[config.mk]
export PLATFORM = sky130hd
export DESIGN_NAME = asf_serial_port
export DESIGN_NICKNAME = d
export VERILOG_FILES = /design/src/hdl/asf_pkg.sv /design/src/hdl/asf_serial_port.sv
export SDC_FILE = /design/constraint.sdc
export NUM_CORES = 1
export LEC_CHECK = 0
export BUFFER_PORTS_ARGS = -buffer_cell sky130_fd_sc_hd__buf_4
export CORE_ASPECT_RATIO = 2
export CORE_MARGIN = 4
export CORE_UTILIZATION = 44
export DETAILED_ROUTE_END_ITERATION = 8
export SLEW_MARGIN = 20
export SYNTH_ARGS = -nofsm -noshare
export SYNTH_HDL_FRONTEND = slang
export SYNTH_SLANG_ARGS = --single-unit
[constraint.sdc]
create_clock -name clk -period 6 [get_ports clk]
set_input_delay 0.3 -clock clk [delete_from_list [all_inputs] [get_ports clk]]
set_output_delay 0.3 -clock clk [all_outputs]
set_load 0.03 [all_outputs]
[src/hdl/asf_pkg.sv]
// Constants, register map and carrier types of the asynchronous serial port.
// Assumes a 100 MHz module clock and a 32-bit AXI4-Lite register bus.
//
// Overview of operation
// - Break length 10/11 or 13/14 bits.
// - Framing error detection ignores break-length select.
// - Single-wire pin direction from pin-direction bit.
// - First-slot start sample sets receiver active, unless a framing error is pending.
// - Idle character clears receiver active.
// - Status two: only bits 1,2 writable.
// - Data read gives receive, write loads transmit.
// - Ninth received bit in high bit 7.
// - Ninth transmit bit kept and resent.
// - Frame is start, 8/9 data, stop.
// - Transmitter and receiver independent, shared baud.
// - Thirteen-bit divisor split across baud registers.
// - Receiver sixteen samples; transmitter divides by sixteen.
// - Bit rate is clock over sixteen times divisor.
// - Divisor zero stops; high waits for low.
// - Parity replaces data msb, odd or even.
// - Breaks repeat while set, then one mark.
package asf_pkg;
	// Register indices; byte address is four times the index
	localparam logic [3:0] IDX_BAUD_HIGH = 4'h0;
	localparam logic [3:0] IDX_BAUD_LOW = 4'h1;
	localparam logic [3:0] IDX_CTRL_ONE = 4'h2;
	localparam logic [3:0] IDX_CTRL_TWO = 4'h3;
	localparam logic [3:0] IDX_STATUS_ONE = 4'h4;
	localparam logic [3:0] IDX_STATUS_TWO = 4'h5;
	localparam logic [3:0] IDX_DATA_HIGH = 4'h6;
	localparam logic [3:0] IDX_DATA_LOW = 4'h7;
	localparam logic [3:0] IDX_IRQ_MASK = 4'h8;
	// Field positions
	localparam int CTL1_PARITY_ODD = 0;
	localparam int CTL1_PARITY_EN = 1;
	localparam int CTL1_CHAR9 = 4;
	localparam int CTL1_SINGLE_WIRE = 5;
	localparam int CTL2_SEND_BREAK = 0;
	localparam int CTL2_RX_EN = 2;
	localparam int CTL2_TX_EN = 3;
	localparam int ST2_RAF = 0;
	localparam int ST2_PIN_DIR = 1;
	localparam int ST2_LONG_BRK = 2;
	localparam int DH_RX_NINTH = 7;
	localparam int DH_TX_NINTH = 6;
	localparam int ST1_TDRE = 6;
	// Event bits of status one and of the mask register
	localparam int EV_RX_FULL = 0;
	localparam int EV_TX_EMPTY = 1;
	localparam int EV_OVERRUN = 2;
	localparam int EV_FRAME_ERR = 3;
	localparam int EV_PARITY_ERR = 4;
	localparam int EV_IDLE = 5;
	localparam int NUM_EV = 6;
	// Frame and sampling constants
	localparam logic [3:0] FRAME_SHORT = 4'ha;
	localparam logic [3:0] FRAME_LONG = 4'hb;
	localparam logic [3:0] BREAK_SHORT = 4'hd;
	localparam logic [3:0] BREAK_LONG = 4'he;
	localparam logic [3:0] SLOT_LAST = 4'hf;
	localparam logic [3:0] SLOT_MID = 4'h8;
	localparam logic [1:0] RESP_OKAY = 2'h0;
	localparam logic [1:0] RESP_SLVERR = 2'h2;

	typedef enum {TX_IDLE, TX_SHIFT} asf_tx_st_t;
	typedef enum {RX_IDLE, RX_START, RX_DATA, RX_STOP} asf_rx_st_t;

	// Software configuration
	typedef struct packed {
		logic [4:0] baud_hi_pend;
		logic [12:0] divisor;
		logic char9;
		logic parity_en;
		logic parity_odd;
		logic single_wire;
		logic tx_en;
		logic rx_en;
		logic send_break;
		logic long_break_select;
		logic single_wire_pin_dir;
		logic [NUM_EV-1:0] irq_mask;
	} asf_cfg_t;

	// AXI4-Lite slave side state
	typedef struct packed {
		logic aw_have;
		logic w_have;
		logic [3:0] widx;
		logic [7:0] wdata;
		logic wlane0;
		logic awready;
		logic wready;
		logic bvalid;
		logic [1:0] bresp;
		logic arready;
		logic rvalid;
		logic [31:0] rdata;
		logic [1:0] rresp;
	} asf_bus_t;

	// Byte address of a register index
	function automatic logic [7:0] asf_addr(input logic [3:0] idx);
		asf_addr = {2'h0, idx, 2'h0};
	endfunction : asf_addr
endpackage : asf_pkg

[src/hdl/asf_serial_port.sv]
// Asynchronous serial port: AXI4-Lite registers, baud divider, transmitter and receiver.
// Assumes txd_i and rxd_i are asynchronous pins; the pad merges txd_o and txd_oe_n.
//
// Local design decision: the AXI4-Lite register port.
`timescale 1ns/1ps
`default_nettype none
module asf_serial_port
	import asf_pkg::*;
(
	// Clock and reset
	input wire logic clk,
	input wire logic resetn,
	// AXI4-Lite write channels
	input wire logic [7:0] s_axi_awaddr,
	input wire logic s_axi_awvalid,
	output logic s_axi_awready,
	input wire logic [31:0] s_axi_wdata,
	input wire logic [3:0] s_axi_wstrb,
	input wire logic s_axi_wvalid,
	output logic s_axi_wready,
	output logic [1:0] s_axi_bresp,
	output logic s_axi_bvalid,
	input wire logic s_axi_bready,
	// AXI4-Lite read channels
	input wire logic [7:0] s_axi_araddr,
	input wire logic s_axi_arvalid,
	output logic s_axi_arready,
	output logic [31:0] s_axi_rdata,
	output logic [1:0] s_axi_rresp,
	output logic s_axi_rvalid,
	input wire logic s_axi_rready,
	// Serial pins
	input wire logic rxd_i,
	input wire logic txd_i,
	output logic txd_o,
	output logic txd_oe_n,
	// Interrupt
	output logic irq
);

	typedef struct packed {
		asf_bus_t bus;
		asf_cfg_t cfg;
		logic tx_ninth_bit;
		logic [7:0] tx_buf;
		logic tdr_full;
		logic [7:0] rx_data;
		logic rx_ninth_bit;
		logic [NUM_EV-1:0] ev;
		logic irq;
		logic [12:0] baud_cnt;
		logic rt_tick;
		logic te_prev;
		logic preamble_due;
		logic brk_tail;
		logic tx_is_break;
		asf_tx_st_t tx_st;
		logic [13:0] tx_sh;
		logic [3:0] tx_left;
		logic [3:0] tx_sub;
		logic txd;
		logic txd_oe_n;
		logic [1:0] rxd_sync;
		logic [1:0] txd_sync;
		asf_rx_st_t rx_st;
		logic [3:0] rx_sub;
		logic [3:0] rx_bit;
		logic [8:0] rx_sh;
		logic [7:0] idle_cnt;
		logic receiver_active_flag;
	} asf_state_t;

	asf_state_t s_q;
	asf_state_t s_d;

	// Frame length in bits for the current character size
	function automatic logic [3:0] frame_len(input logic char9);
		frame_len = char9 ? FRAME_LONG : FRAME_SHORT;
	endfunction : frame_len

	// Flag for a mapped byte address: word aligned, index no higher than the mask register
	function automatic logic map_ok(input logic [7:0] a);
		map_ok = (a[1:0] == 2'h0) && (a[7:2] <= {2'h0, IDX_IRQ_MASK});
	endfunction : map_ok

	logic rx_in;
	logic [8:0] tx_char;
	logic [3:0] ridx;
	logic [7:0] rbyte;
	logic bit_end;
	logic [NUM_EV-1:0] ev_set;
	logic [NUM_EV-1:0] ev_clr;
	logic load_now;
	logic wr_fire;
	logic [3:0] nbits;
	logic [7:0] idle_lim;

	always_comb begin
		s_d = s_q;
		ev_set = '0;
		ev_clr = '0;
		wr_fire = 1'b0;
		load_now = 1'b0;
		bit_end = 1'b0;
		tx_char = '0;
		ridx = '0;
		rbyte = '0;
		nbits = s_q.cfg.char9 ? 4'h9 : 4'h8;
		idle_lim = {s_q.cfg.char9 ? FRAME_LONG : FRAME_SHORT, 4'h0};

		// Two-flop synchronisers on both pins
		s_d.rxd_sync = {s_q.rxd_sync[0], rxd_i};
		s_d.txd_sync = {s_q.txd_sync[0], txd_i};
		// Single-wire mode listens on the transmit pin
		rx_in = s_q.cfg.single_wire ? s_q.txd_sync[1] : s_q.rxd_sync[1];

		// Write path: address and data accepted in either order
		if (s_axi_awvalid && s_q.bus.awready) begin
			s_d.bus.aw_have = 1'b1;
			s_d.bus.widx = map_ok(s_axi_awaddr) ? s_axi_awaddr[5:2] : 4'hf;
		end
		if (s_axi_wvalid && s_q.bus.wready) begin
			s_d.bus.w_have = 1'b1;
			s_d.bus.wdata = s_axi_wdata[7:0];
			s_d.bus.wlane0 = s_axi_wstrb[0];
		end
		if (s_q.bus.bvalid && s_axi_bready) begin
			s_d.bus.bvalid = 1'b0;
		end
		if (s_q.bus.aw_have && s_q.bus.w_have && !s_q.bus.bvalid) begin
			wr_fire = s_q.bus.wlane0;
			s_d.bus.aw_have = 1'b0;
			s_d.bus.w_have = 1'b0;
			s_d.bus.bvalid = 1'b1;
			s_d.bus.bresp = (s_q.bus.widx == 4'hf) ? RESP_SLVERR : RESP_OKAY;
		end
		s_d.bus.awready = !s_d.bus.aw_have && !s_d.bus.bvalid;
		s_d.bus.wready = !s_d.bus.w_have && !s_d.bus.bvalid;

		// Register writes; only byte lane 0 carries data
		if (wr_fire) begin
			case (s_q.bus.widx)
				IDX_BAUD_HIGH: s_d.cfg.baud_hi_pend = s_q.bus.wdata[4:0]; // Held until low written
				IDX_BAUD_LOW: s_d.cfg.divisor = {s_q.cfg.baud_hi_pend, s_q.bus.wdata};
				IDX_CTRL_ONE: begin
					s_d.cfg.parity_odd = s_q.bus.wdata[CTL1_PARITY_ODD];
					s_d.cfg.parity_en = s_q.bus.wdata[CTL1_PARITY_EN];
					s_d.cfg.char9 = s_q.bus.wdata[CTL1_CHAR9];
					s_d.cfg.single_wire = s_q.bus.wdata[CTL1_SINGLE_WIRE];
				end
				IDX_CTRL_TWO: begin
					s_d.cfg.send_break = s_q.bus.wdata[CTL2_SEND_BREAK];
					s_d.cfg.rx_en = s_q.bus.wdata[CTL2_RX_EN];
					s_d.cfg.tx_en = s_q.bus.wdata[CTL2_TX_EN];
				end
				IDX_STATUS_ONE: ev_clr = s_q.bus.wdata[NUM_EV-1:0];
				IDX_STATUS_TWO: begin
					s_d.cfg.single_wire_pin_dir = s_q.bus.wdata[ST2_PIN_DIR]; // Other bits ignored
					s_d.cfg.long_break_select = s_q.bus.wdata[ST2_LONG_BRK];
				end
				IDX_DATA_HIGH: s_d.tx_ninth_bit = s_q.bus.wdata[DH_TX_NINTH]; // Bit 7 ignored
				IDX_DATA_LOW: begin
					s_d.tx_buf = s_q.bus.wdata; // Character complete on low write
					s_d.tdr_full = 1'b1;
				end
				IDX_IRQ_MASK: s_d.cfg.irq_mask = s_q.bus.wdata[NUM_EV-1:0];
				default: ;
			endcase
		end

		// Read path: one read under way, answer one cycle after acceptance
		if (s_q.bus.rvalid && s_axi_rready) begin
			s_d.bus.rvalid = 1'b0;
		end
		if (s_axi_arvalid && s_q.bus.arready) begin
			ridx = map_ok(s_axi_araddr) ? s_axi_araddr[5:2] : 4'hf; // Unmapped places read as zero
			case (ridx)
				IDX_BAUD_HIGH: rbyte = {3'h0, s_q.cfg.baud_hi_pend};
				IDX_BAUD_LOW: rbyte = s_q.cfg.divisor[7:0];
				IDX_CTRL_ONE: begin
					rbyte[CTL1_PARITY_ODD] = s_q.cfg.parity_odd;
					rbyte[CTL1_PARITY_EN] = s_q.cfg.parity_en;
					rbyte[CTL1_CHAR9] = s_q.cfg.char9;
					rbyte[CTL1_SINGLE_WIRE] = s_q.cfg.single_wire;
				end
				IDX_CTRL_TWO: begin
					rbyte[CTL2_SEND_BREAK] = s_q.cfg.send_break;
					rbyte[CTL2_RX_EN] = s_q.cfg.rx_en;
					rbyte[CTL2_TX_EN] = s_q.cfg.tx_en;
				end
				IDX_STATUS_ONE: begin
					rbyte[NUM_EV-1:0] = s_q.ev;
					rbyte[ST1_TDRE] = !s_q.tdr_full;
				end
				IDX_STATUS_TWO: begin // Readable at any time
					rbyte[ST2_RAF] = s_q.receiver_active_flag;
					rbyte[ST2_PIN_DIR] = s_q.cfg.single_wire_pin_dir;
					rbyte[ST2_LONG_BRK] = s_q.cfg.long_break_select;
				end
				IDX_DATA_HIGH: rbyte[DH_RX_NINTH] = s_q.rx_ninth_bit;
				IDX_DATA_LOW: rbyte = s_q.rx_data; // Receive buffer
				IDX_IRQ_MASK: rbyte[NUM_EV-1:0] = s_q.cfg.irq_mask;
				default: rbyte = '0;
			endcase
			s_d.bus.rvalid = 1'b1;
			s_d.bus.rdata = {24'h0, rbyte};
			s_d.bus.rresp = map_ok(s_axi_araddr) ? RESP_OKAY : RESP_SLVERR;
		end
		s_d.bus.arready = !s_d.bus.rvalid;

		// Baud divider: 16x sample tick, stopped while divisor is zero
		s_d.rt_tick = 1'b0;
		if (s_q.cfg.divisor == '0) begin
			s_d.baud_cnt = '0;
		end else if (s_q.baud_cnt >= s_q.cfg.divisor - 13'h1) begin
			s_d.baud_cnt = '0;
			s_d.rt_tick = 1'b1; // One tick per divisor clocks
		end else begin
			s_d.baud_cnt = s_q.baud_cnt + 13'h1;
		end

		// Transmitter: one bit every 16 ticks, shared divider
		s_d.te_prev = s_q.cfg.tx_en;
		if (s_q.cfg.tx_en && !s_q.te_prev) begin
			s_d.preamble_due = 1'b1;
		end
		if (s_q.tx_st == TX_SHIFT && s_q.rt_tick) begin
			s_d.tx_sub = s_q.tx_sub + 4'h1;
			if (s_q.tx_sub == SLOT_LAST) begin
				bit_end = 1'b1;
				s_d.tx_sh = {1'b1, s_q.tx_sh[13:1]};
				s_d.tx_left = s_q.tx_left - 4'h1;
				s_d.txd = s_q.tx_sh[1];
			end
		end
		// A new character loads on a tick when idle, or after the last bit;
		// waiting for the tick keeps the first bit a full sixteen ticks long
		load_now = (s_q.tx_st == TX_IDLE && s_q.rt_tick) || (bit_end && s_q.tx_left == 4'h1);
		if (load_now) begin
			s_d.tx_st = TX_IDLE;
			s_d.txd = 1'b1;
			s_d.tx_sub = '0;
			s_d.tx_is_break = 1'b0;
			if (s_q.cfg.tx_en && s_q.cfg.divisor != '0) begin
				s_d.tx_st = TX_SHIFT;
				if (s_d.preamble_due) begin
					s_d.preamble_due = 1'b0;
					s_d.tx_sh = '1;
					s_d.tx_left = frame_len(s_q.cfg.char9);
				end else if (s_q.cfg.send_break) begin
					s_d.tx_sh = '0; // No start, stop or parity
					s_d.tx_is_break = 1'b1;
					s_d.brk_tail = 1'b1;
					if (s_q.cfg.long_break_select) begin
						s_d.tx_left = s_q.cfg.char9 ? BREAK_LONG : BREAK_SHORT;
					end else begin
						s_d.tx_left = frame_len(s_q.cfg.char9);
					end
				end else if (s_q.brk_tail) begin
					s_d.brk_tail = 1'b0;
					s_d.tx_sh = '1; // One mark after break ends
					s_d.tx_left = 4'h1;
				end else if (s_q.tdr_full) begin
					tx_char = {s_q.tx_ninth_bit, s_q.tx_buf}; // Ninth bit reused
					if (s_q.cfg.parity_en && s_q.cfg.char9) begin
						tx_char[8] = (^s_q.tx_buf) ^ s_q.cfg.parity_odd;
					end else if (s_q.cfg.parity_en) begin
						tx_char[7] = (^s_q.tx_buf[6:0]) ^ s_q.cfg.parity_odd;
					end
					if (s_q.cfg.char9) begin
						s_d.tx_sh = {4'hf, tx_char, 1'b0};
					end else begin
						s_d.tx_sh = {5'h1f, tx_char[7:0], 1'b0};
					end
					s_d.tx_left = frame_len(s_q.cfg.char9);
					s_d.tdr_full = 1'b0;
					ev_set[EV_TX_EMPTY] = 1'b1;
				end else begin
					s_d.tx_st = TX_IDLE;
				end
				if (s_d.tx_st == TX_SHIFT) begin
					s_d.txd = s_d.tx_sh[0];
				end
			end
		end
		// Low write in the same cycle as a transfer keeps the new character
		if (wr_fire && s_q.bus.widx == IDX_DATA_LOW) begin
			s_d.tdr_full = 1'b1;
		end
		// Pin direction only matters in single-wire mode
		s_d.txd_oe_n = s_q.cfg.single_wire && !s_q.cfg.single_wire_pin_dir;

		// Receiver: 16 samples per bit, independent of transmitter
		if (s_q.rt_tick) begin
			case (s_q.rx_st)
				RX_IDLE: begin
					if (rx_in == 1'b0 && s_q.cfg.rx_en && !s_q.ev[EV_FRAME_ERR]) begin
						s_d.receiver_active_flag = 1'b1; // Zero in first slot
						s_d.rx_st = RX_START;
						s_d.rx_sub = 4'h1;
						s_d.idle_cnt = '0;
					end else if (rx_in == 1'b1) begin
						if (s_q.idle_cnt < idle_lim) begin
							s_d.idle_cnt = s_q.idle_cnt + 8'h1;
						end
						if (s_q.idle_cnt == idle_lim - 8'h1) begin
							s_d.receiver_active_flag = 1'b0; // Idle character seen
							ev_set[EV_IDLE] = s_q.receiver_active_flag;
						end
					end else begin
						s_d.idle_cnt = '0;
					end
				end
				RX_START: begin
					s_d.rx_sub = s_q.rx_sub + 4'h1;
					if (s_q.rx_sub == SLOT_MID && rx_in) begin
						s_d.rx_st = RX_IDLE; // False start, line went back high
					end else if (s_q.rx_sub == SLOT_LAST) begin
						s_d.rx_st = RX_DATA;
						s_d.rx_bit = '0;
					end
				end
				RX_DATA: begin
					s_d.rx_sub = s_q.rx_sub + 4'h1;
					if (s_q.rx_sub == SLOT_MID) begin
						s_d.rx_sh[s_q.rx_bit] = rx_in;
					end
					if (s_q.rx_sub == SLOT_LAST) begin
						s_d.rx_bit = s_q.rx_bit + 4'h1;
						if (s_q.rx_bit == nbits - 4'h1) begin
							s_d.rx_st = RX_STOP;
						end
					end
				end
				RX_STOP: begin
					s_d.rx_sub = s_q.rx_sub + 4'h1;
					if (s_q.rx_sub == SLOT_MID) begin
						s_d.rx_st = RX_IDLE;
						s_d.idle_cnt = '0;
						if (s_q.ev[EV_RX_FULL]) begin
							ev_set[EV_OVERRUN] = 1'b1; // Buffer kept
						end else begin
							s_d.rx_data = s_q.rx_sh[7:0];
							s_d.rx_ninth_bit = s_q.cfg.char9 && s_q.rx_sh[8];
							ev_set[EV_RX_FULL] = 1'b1;
							ev_set[EV_FRAME_ERR] = !rx_in; // Break length not involved
							if (s_q.cfg.char9) begin
								ev_set[EV_PARITY_ERR] = s_q.cfg.parity_en && ((^s_q.rx_sh) ^ s_q.cfg.parity_odd);
							end else begin
								ev_set[EV_PARITY_ERR] = s_q.cfg.parity_en && ((^s_q.rx_sh[7:0]) ^ s_q.cfg.parity_odd);
							end
						end
					end
				end
				default: s_d.rx_st = RX_IDLE;
			endcase
		end
		if (!s_q.cfg.rx_en) begin
			s_d.rx_st = RX_IDLE;
		end

		// Sticky events: a set in the clearing cycle wins
		s_d.ev = (s_q.ev & ~ev_clr) | ev_set;
		s_d.irq = |(s_d.ev & s_q.cfg.irq_mask);
	end

	// Single register stage for the whole state
	always_ff @(posedge clk or negedge resetn) begin
		if (!resetn) begin
			s_q <= '0;
			s_q.bus.awready <= 1'b1;
			s_q.bus.wready <= 1'b1;
			s_q.bus.arready <= 1'b1;
			s_q.txd <= 1'b1;
			s_q.rxd_sync <= 2'h3;
			s_q.txd_sync <= 2'h3;
			s_q.tx_st <= TX_IDLE;
			s_q.rx_st <= RX_IDLE;
		end else begin
			s_q <= s_d;
		end
	end

	// Outputs straight from flip-flops
	assign s_axi_awready = s_q.bus.awready;
	assign s_axi_wready = s_q.bus.wready;
	assign s_axi_bvalid = s_q.bus.bvalid;
	assign s_axi_bresp = s_q.bus.bresp;
	assign s_axi_arready = s_q.bus.arready;
	assign s_axi_rvalid = s_q.bus.rvalid;
	assign s_axi_rdata = s_q.bus.rdata;
	assign s_axi_rresp = s_q.bus.rresp;
	assign txd_o = s_q.txd;
	assign txd_oe_n = s_q.txd_oe_n;
	assign irq = s_q.irq;

endmodule : asf_serial_port
`default_nettype wire

==> results summary <==
The library cell used most frequently in the layout, excluding fill and tap cells, is sky130_fd_sc_hd__dfrtp_1. The area of the mapped netlist is slightly below 9000 um^2. The clock passes through at most 2 buffers. The number of cells in the finished layout apart from fillers is 1167. The repair_antennas step left the layout with diodes totalling 0. The flip-flop cell with the highest count after synthesis is sky130_fd_sc_hd__dfrtp_1. The total power divided by cell area came out at 293.2 nW/um^2. The post-synthesis sequential area ratio came out at 46.95%. The fraction of registers with async set/reset is 100.0%.

The worst register-to-register path ends at s_q[128]. The number of gates resized after CTS came out at 0. The floorplan step defined a die boundary enclosing roughly 22000 um^2.

The number of levels the H-tree was split into came out at 4. The post-synthesis average cell area came out at 10.08 um^2. The number of slew-limit violations in the final report is 0.

The fraction of the core area covered by cells at the end of the flow came out at 50.05%. The initial antenna violation count is 0. The layout cell share with drive strength beyond 1 is 18.17%. In this run the most critical hold path is launched from s_axi_rready.

The run finished with clean final reports. The wire-length estimate of the detail-placed layout is around 15000 um. The number of DRC violations after detailed-routing iteration 0 came out at between 200 and 300. The number of placement rows is just over 70. The total grt overflow came out at 0.

The arrival time of data at the critical path endpoint came out at approximately 3400 ps. The number of buffer cells added on primary ports came out at 51. The worst pin sits at a relative slew slack of a little over two fifths.

The via density per instance is 5.386. The number of cells produced by synthesis is 859. Leaving out fill and tap cells, the most frequent cells in the layout are sky130_fd_sc_hd__dfrtp_1, sky130_fd_sc_hd__nand2_1, sky130_fd_sc_hd__o21ai_0, sky130_fd_sc_hd__mux2_2, sky130_fd_sc_hd__nor2_1.

The number of failing hold endpoints at the final stage was 0. The finished layout cell area came out at 9693 um^2. Yosys attributes the largest share of cell area to sky130_fd_sc_hd__dfrtp_1, sky130_fd_sc_hd__mux2_2, sky130_fd_sc_hd__ha_1, sky130_fd_sc_hd__nand2_1, sky130_fd_sc_hd__o21ai_0. Entering global routing, the biggest net connects 83 pins. STA classifies the critical path startpoint as a flop. The total wire length after detailed routing is 20390 um. The initial utilization of the core area, before any placement, comes to 44.69%. Clock tree synthesis selected as its root buffer the cell sky130_fd_sc_hd__clkbuf_16. The total track usage came out at approximately a fifth. sky130_fd_sc_hd__dfrtp_1 takes more of the synthesized area than any other cell. Counting instances, the worst hold path has a depth of 2. The final worst clock skew came out at 8.097 ps.

The count of warnings emitted by yosys is 0. STA classifies the critical path endpoint as a flop. The later pin in the worst-skew pair is clocked with a latency of ~430 ps. The number of search-and-repair iterations in the first detailed-routing pass came out at 5. The via count of the first global-routing pass is 6354. The worst hold slack after final layout is 95.47 ps. The count of nets left with antenna violations once routing finished came out at 0. The number of different library cells used by synthesis comes to 68. The number of instances in the placed design came out at 1132. In this run the worst path has a maximum fanout of 14. After clock tree synthesis, the clock-pin slew on the worst setup and hold paths is 60 ps. The post-synthesis register bit count came out at 162. The total number of vias came out at 6285.

The setup path with the least slack is of type reg2reg. The post-detailed-route DRC marker count came out at 0. For this design the static power due to leakage is 4.536 nW. In the finished design, the share of the clock period the worst path needs comes to 50.84%. The count of hold-fix buffers inserted at cts came out at 3.

The path with the worst hold slack has its endpoint at s_axi_rvalid. The count of flip-flops with a built-in enable after synthesis is 0. The TritonCTS sink count came out at approximately 160. The required time at the endpoint of the critical path came out at between 6000 and 7000 ps. The core area is 19370 um^2. At the pin with the least slew margin, the transition time is 866.3 ps. The placed standard-cell area came out at 9077 um^2. The shortest clock period the worst path allows after layout is 3050 ps. The area added between synthesis and finish came out at 11.98%.

After detailed routing, the average wire length per cell comes to approximately 17 um. The worst-case IR drop observed on VDD is 156.9 uV. The count of boundary I/O pins is about 110. The share of the synthesized area in the top cell type came out at 44.52%.

Setup repair after global routing left no endpoint under its margin. The setup TNS after final layout is 0 ps. Measured in cells, the most critical reg-to-reg path has a length of 12. The achievable frequency is ~330 MHz. The first-pass GRT wire length came out at 33470 um. The min-delay analysis places its worst path in the category in2reg. The die is 206.4 um tall.

Setup violations remaining at the end of the flow were counted as 0. The total clock buffers created by CTS came out at 17. The post-CTS setup repair buffer count came out at 0. The minimum setup slack among reg-to-reg paths came out at 2950 ps. The startpoint identified for the worst register-to-register timing path is s_q[179].

The worst setup margin is 2950 ps. The die boundary width came out at about 110 um. The post-placement worst setup slack came out at just under 3000 ps. The final layout contains slightly below 1000 nets. Summing internal, switching and leakage power gives 2.842 mW.

The routability congestion estimate came out at 0.8326. The CTS tree is done. The max-cap check violation count is 0.
## worst max-delay path, stage by stage, from the launching register on
cell and delay (ps):
sky130_fd_sc_hd__dfrtp_1 450, sky130_fd_sc_hd__or3_1 400, sky130_fd_sc_hd__nor3_1 240, sky130_fd_sc_hd__nand2b_1 150, sky130_fd_sc_hd__nor4_1 270, sky130_fd_sc_hd__xnor2_1 110
sky130_fd_sc_hd__ha_1 180, sky130_fd_sc_hd__a21o_1 150, sky130_fd_sc_hd__a21o_1 170, sky130_fd_sc_hd__a21oi_1 160, sky130_fd_sc_hd__o21ai_0 100, sky130_fd_sc_hd__a21o_1 320
sky130_fd_sc_hd__nor3b_1 250
## final cells by class
cell class / count / area (um^2)
Fill cell: 1852 / 9676
Multi-Input combinational cell: 625 / 4160
Timing Repair Buffer: 57 / 442.9
Sequential cell: 162 / 4064
Clock buffer: 19 / 452.9
Clock inverter: 13 / 128.9
Inverter: 32 / 120.1
Tap cell: 259 / 324.1
## where the power goes
part	total, mW	switching [mW]	internal (mW)
clock	1.07	0.466	0.601
combinational	0.457	0.258	0.199
sequential	1.32	0.127	1.19
## how the worst max path moves through the flow
| stage | slack (ps) | start | depth (start not counted) | endpoint |
|---|---|---|---|---|
| floorplan | 3320 | s_q[179] | 13 | s_q[124] |
| global route | 2710 | s_q[179] | 12 | s_q[122] |
| CTS | 2890 | s_q[179] | 12 | s_q[122] |
| detailed placement | 2930 | s_q[179] | 12 | s_q[122] |
| global placement | 2940 | s_q[179] | 12 | s_q[122] |
| finish | 2950 | s_q[179] | 12 | s_q[128] |
## synthesized netlist by cell type (4+ instances only)
library cell               instances
sky130_fd_sc_hd__nor3_1           20
sky130_fd_sc_hd__nand2b_1         16
sky130_fd_sc_hd__clkbuf_1         21
sky130_fd_sc_hd__and4_1            4
sky130_fd_sc_hd__o31ai_1           5
sky130_fd_sc_hd__xor2_1           14
sky130_fd_sc_hd__a221oi_1          4
sky130_fd_sc_hd__buf_4            38
sky130_fd_sc_hd__nand4_1          10
sky130_fd_sc_hd__nand3b_1          7
sky130_fd_sc_hd__o22a_1            6
sky130_fd_sc_hd__nand2_1         100
sky130_fd_sc_hd__a21o_1           13
sky130_fd_sc_hd__dfrtp_1         154
sky130_fd_sc_hd__dfstp_2           8
sky130_fd_sc_hd__o21ai_0          58
sky130_fd_sc_hd__nor2b_1           9
sky130_fd_sc_hd__nor2_1           53
sky130_fd_sc_hd__xnor2_1          31
sky130_fd_sc_hd__ha_1             32
sky130_fd_sc_hd__a22o_1            6
sky130_fd_sc_hd__inv_1            32
sky130_fd_sc_hd__a32oi_1           8
sky130_fd_sc_hd__a31oi_1          16
sky130_fd_sc_hd__nand3_1          21
sky130_fd_sc_hd__o22ai_1           4
sky130_fd_sc_hd__nor4_1            6
sky130_fd_sc_hd__and3_1            6
sky130_fd_sc_hd__nor3b_1           4
sky130_fd_sc_hd__a21oi_1          27
sky130_fd_sc_hd__mux2i_1           9
sky130_fd_sc_hd__mux2_2           58
## layer usage
metal / track usage (%) / up-vias / wire length, um / share of wire (%)
met1: 19.52 / 3098 / 7165 / 35
met2: 38.49 / 96 / 12070 / 59
li1: - / 3066 / - / -
met3: 2.876 / 25 / 587 / 2.9
met4: 8.230 / 0 / 570 / 2.8
met5: 0 / - / 0 / 0
## flip-flops by register name, summed over array words and instances (netlist names)
signal,count
irq,1
s_axi_arready,1
s_axi_awready,1
s_axi_bresp,1
s_axi_bvalid,1
s_axi_rdata,8
s_axi_rresp,1
s_axi_rvalid,1
s_axi_wready,1
s_d,3
s_q,141
txd_o,1
txd_oe_n,1
## cells by family after synthesis
logic type / after synthesis / share of synthesized area [%]
AND/OR/NAND/NOR: 278 / 15.79
adder cells (fa/ha/maj): 32 / 4.626
other: 1 / 0.04332
multiplexers: 67 / 8.586
AO/OA/AOI/OAI: 177 / 13.39
XOR/XNOR: 45 / 4.553
flip-flops: 162 / 46.95
buffers and inverters: 97 / 6.071
Power figures use the tool's default switching activity.
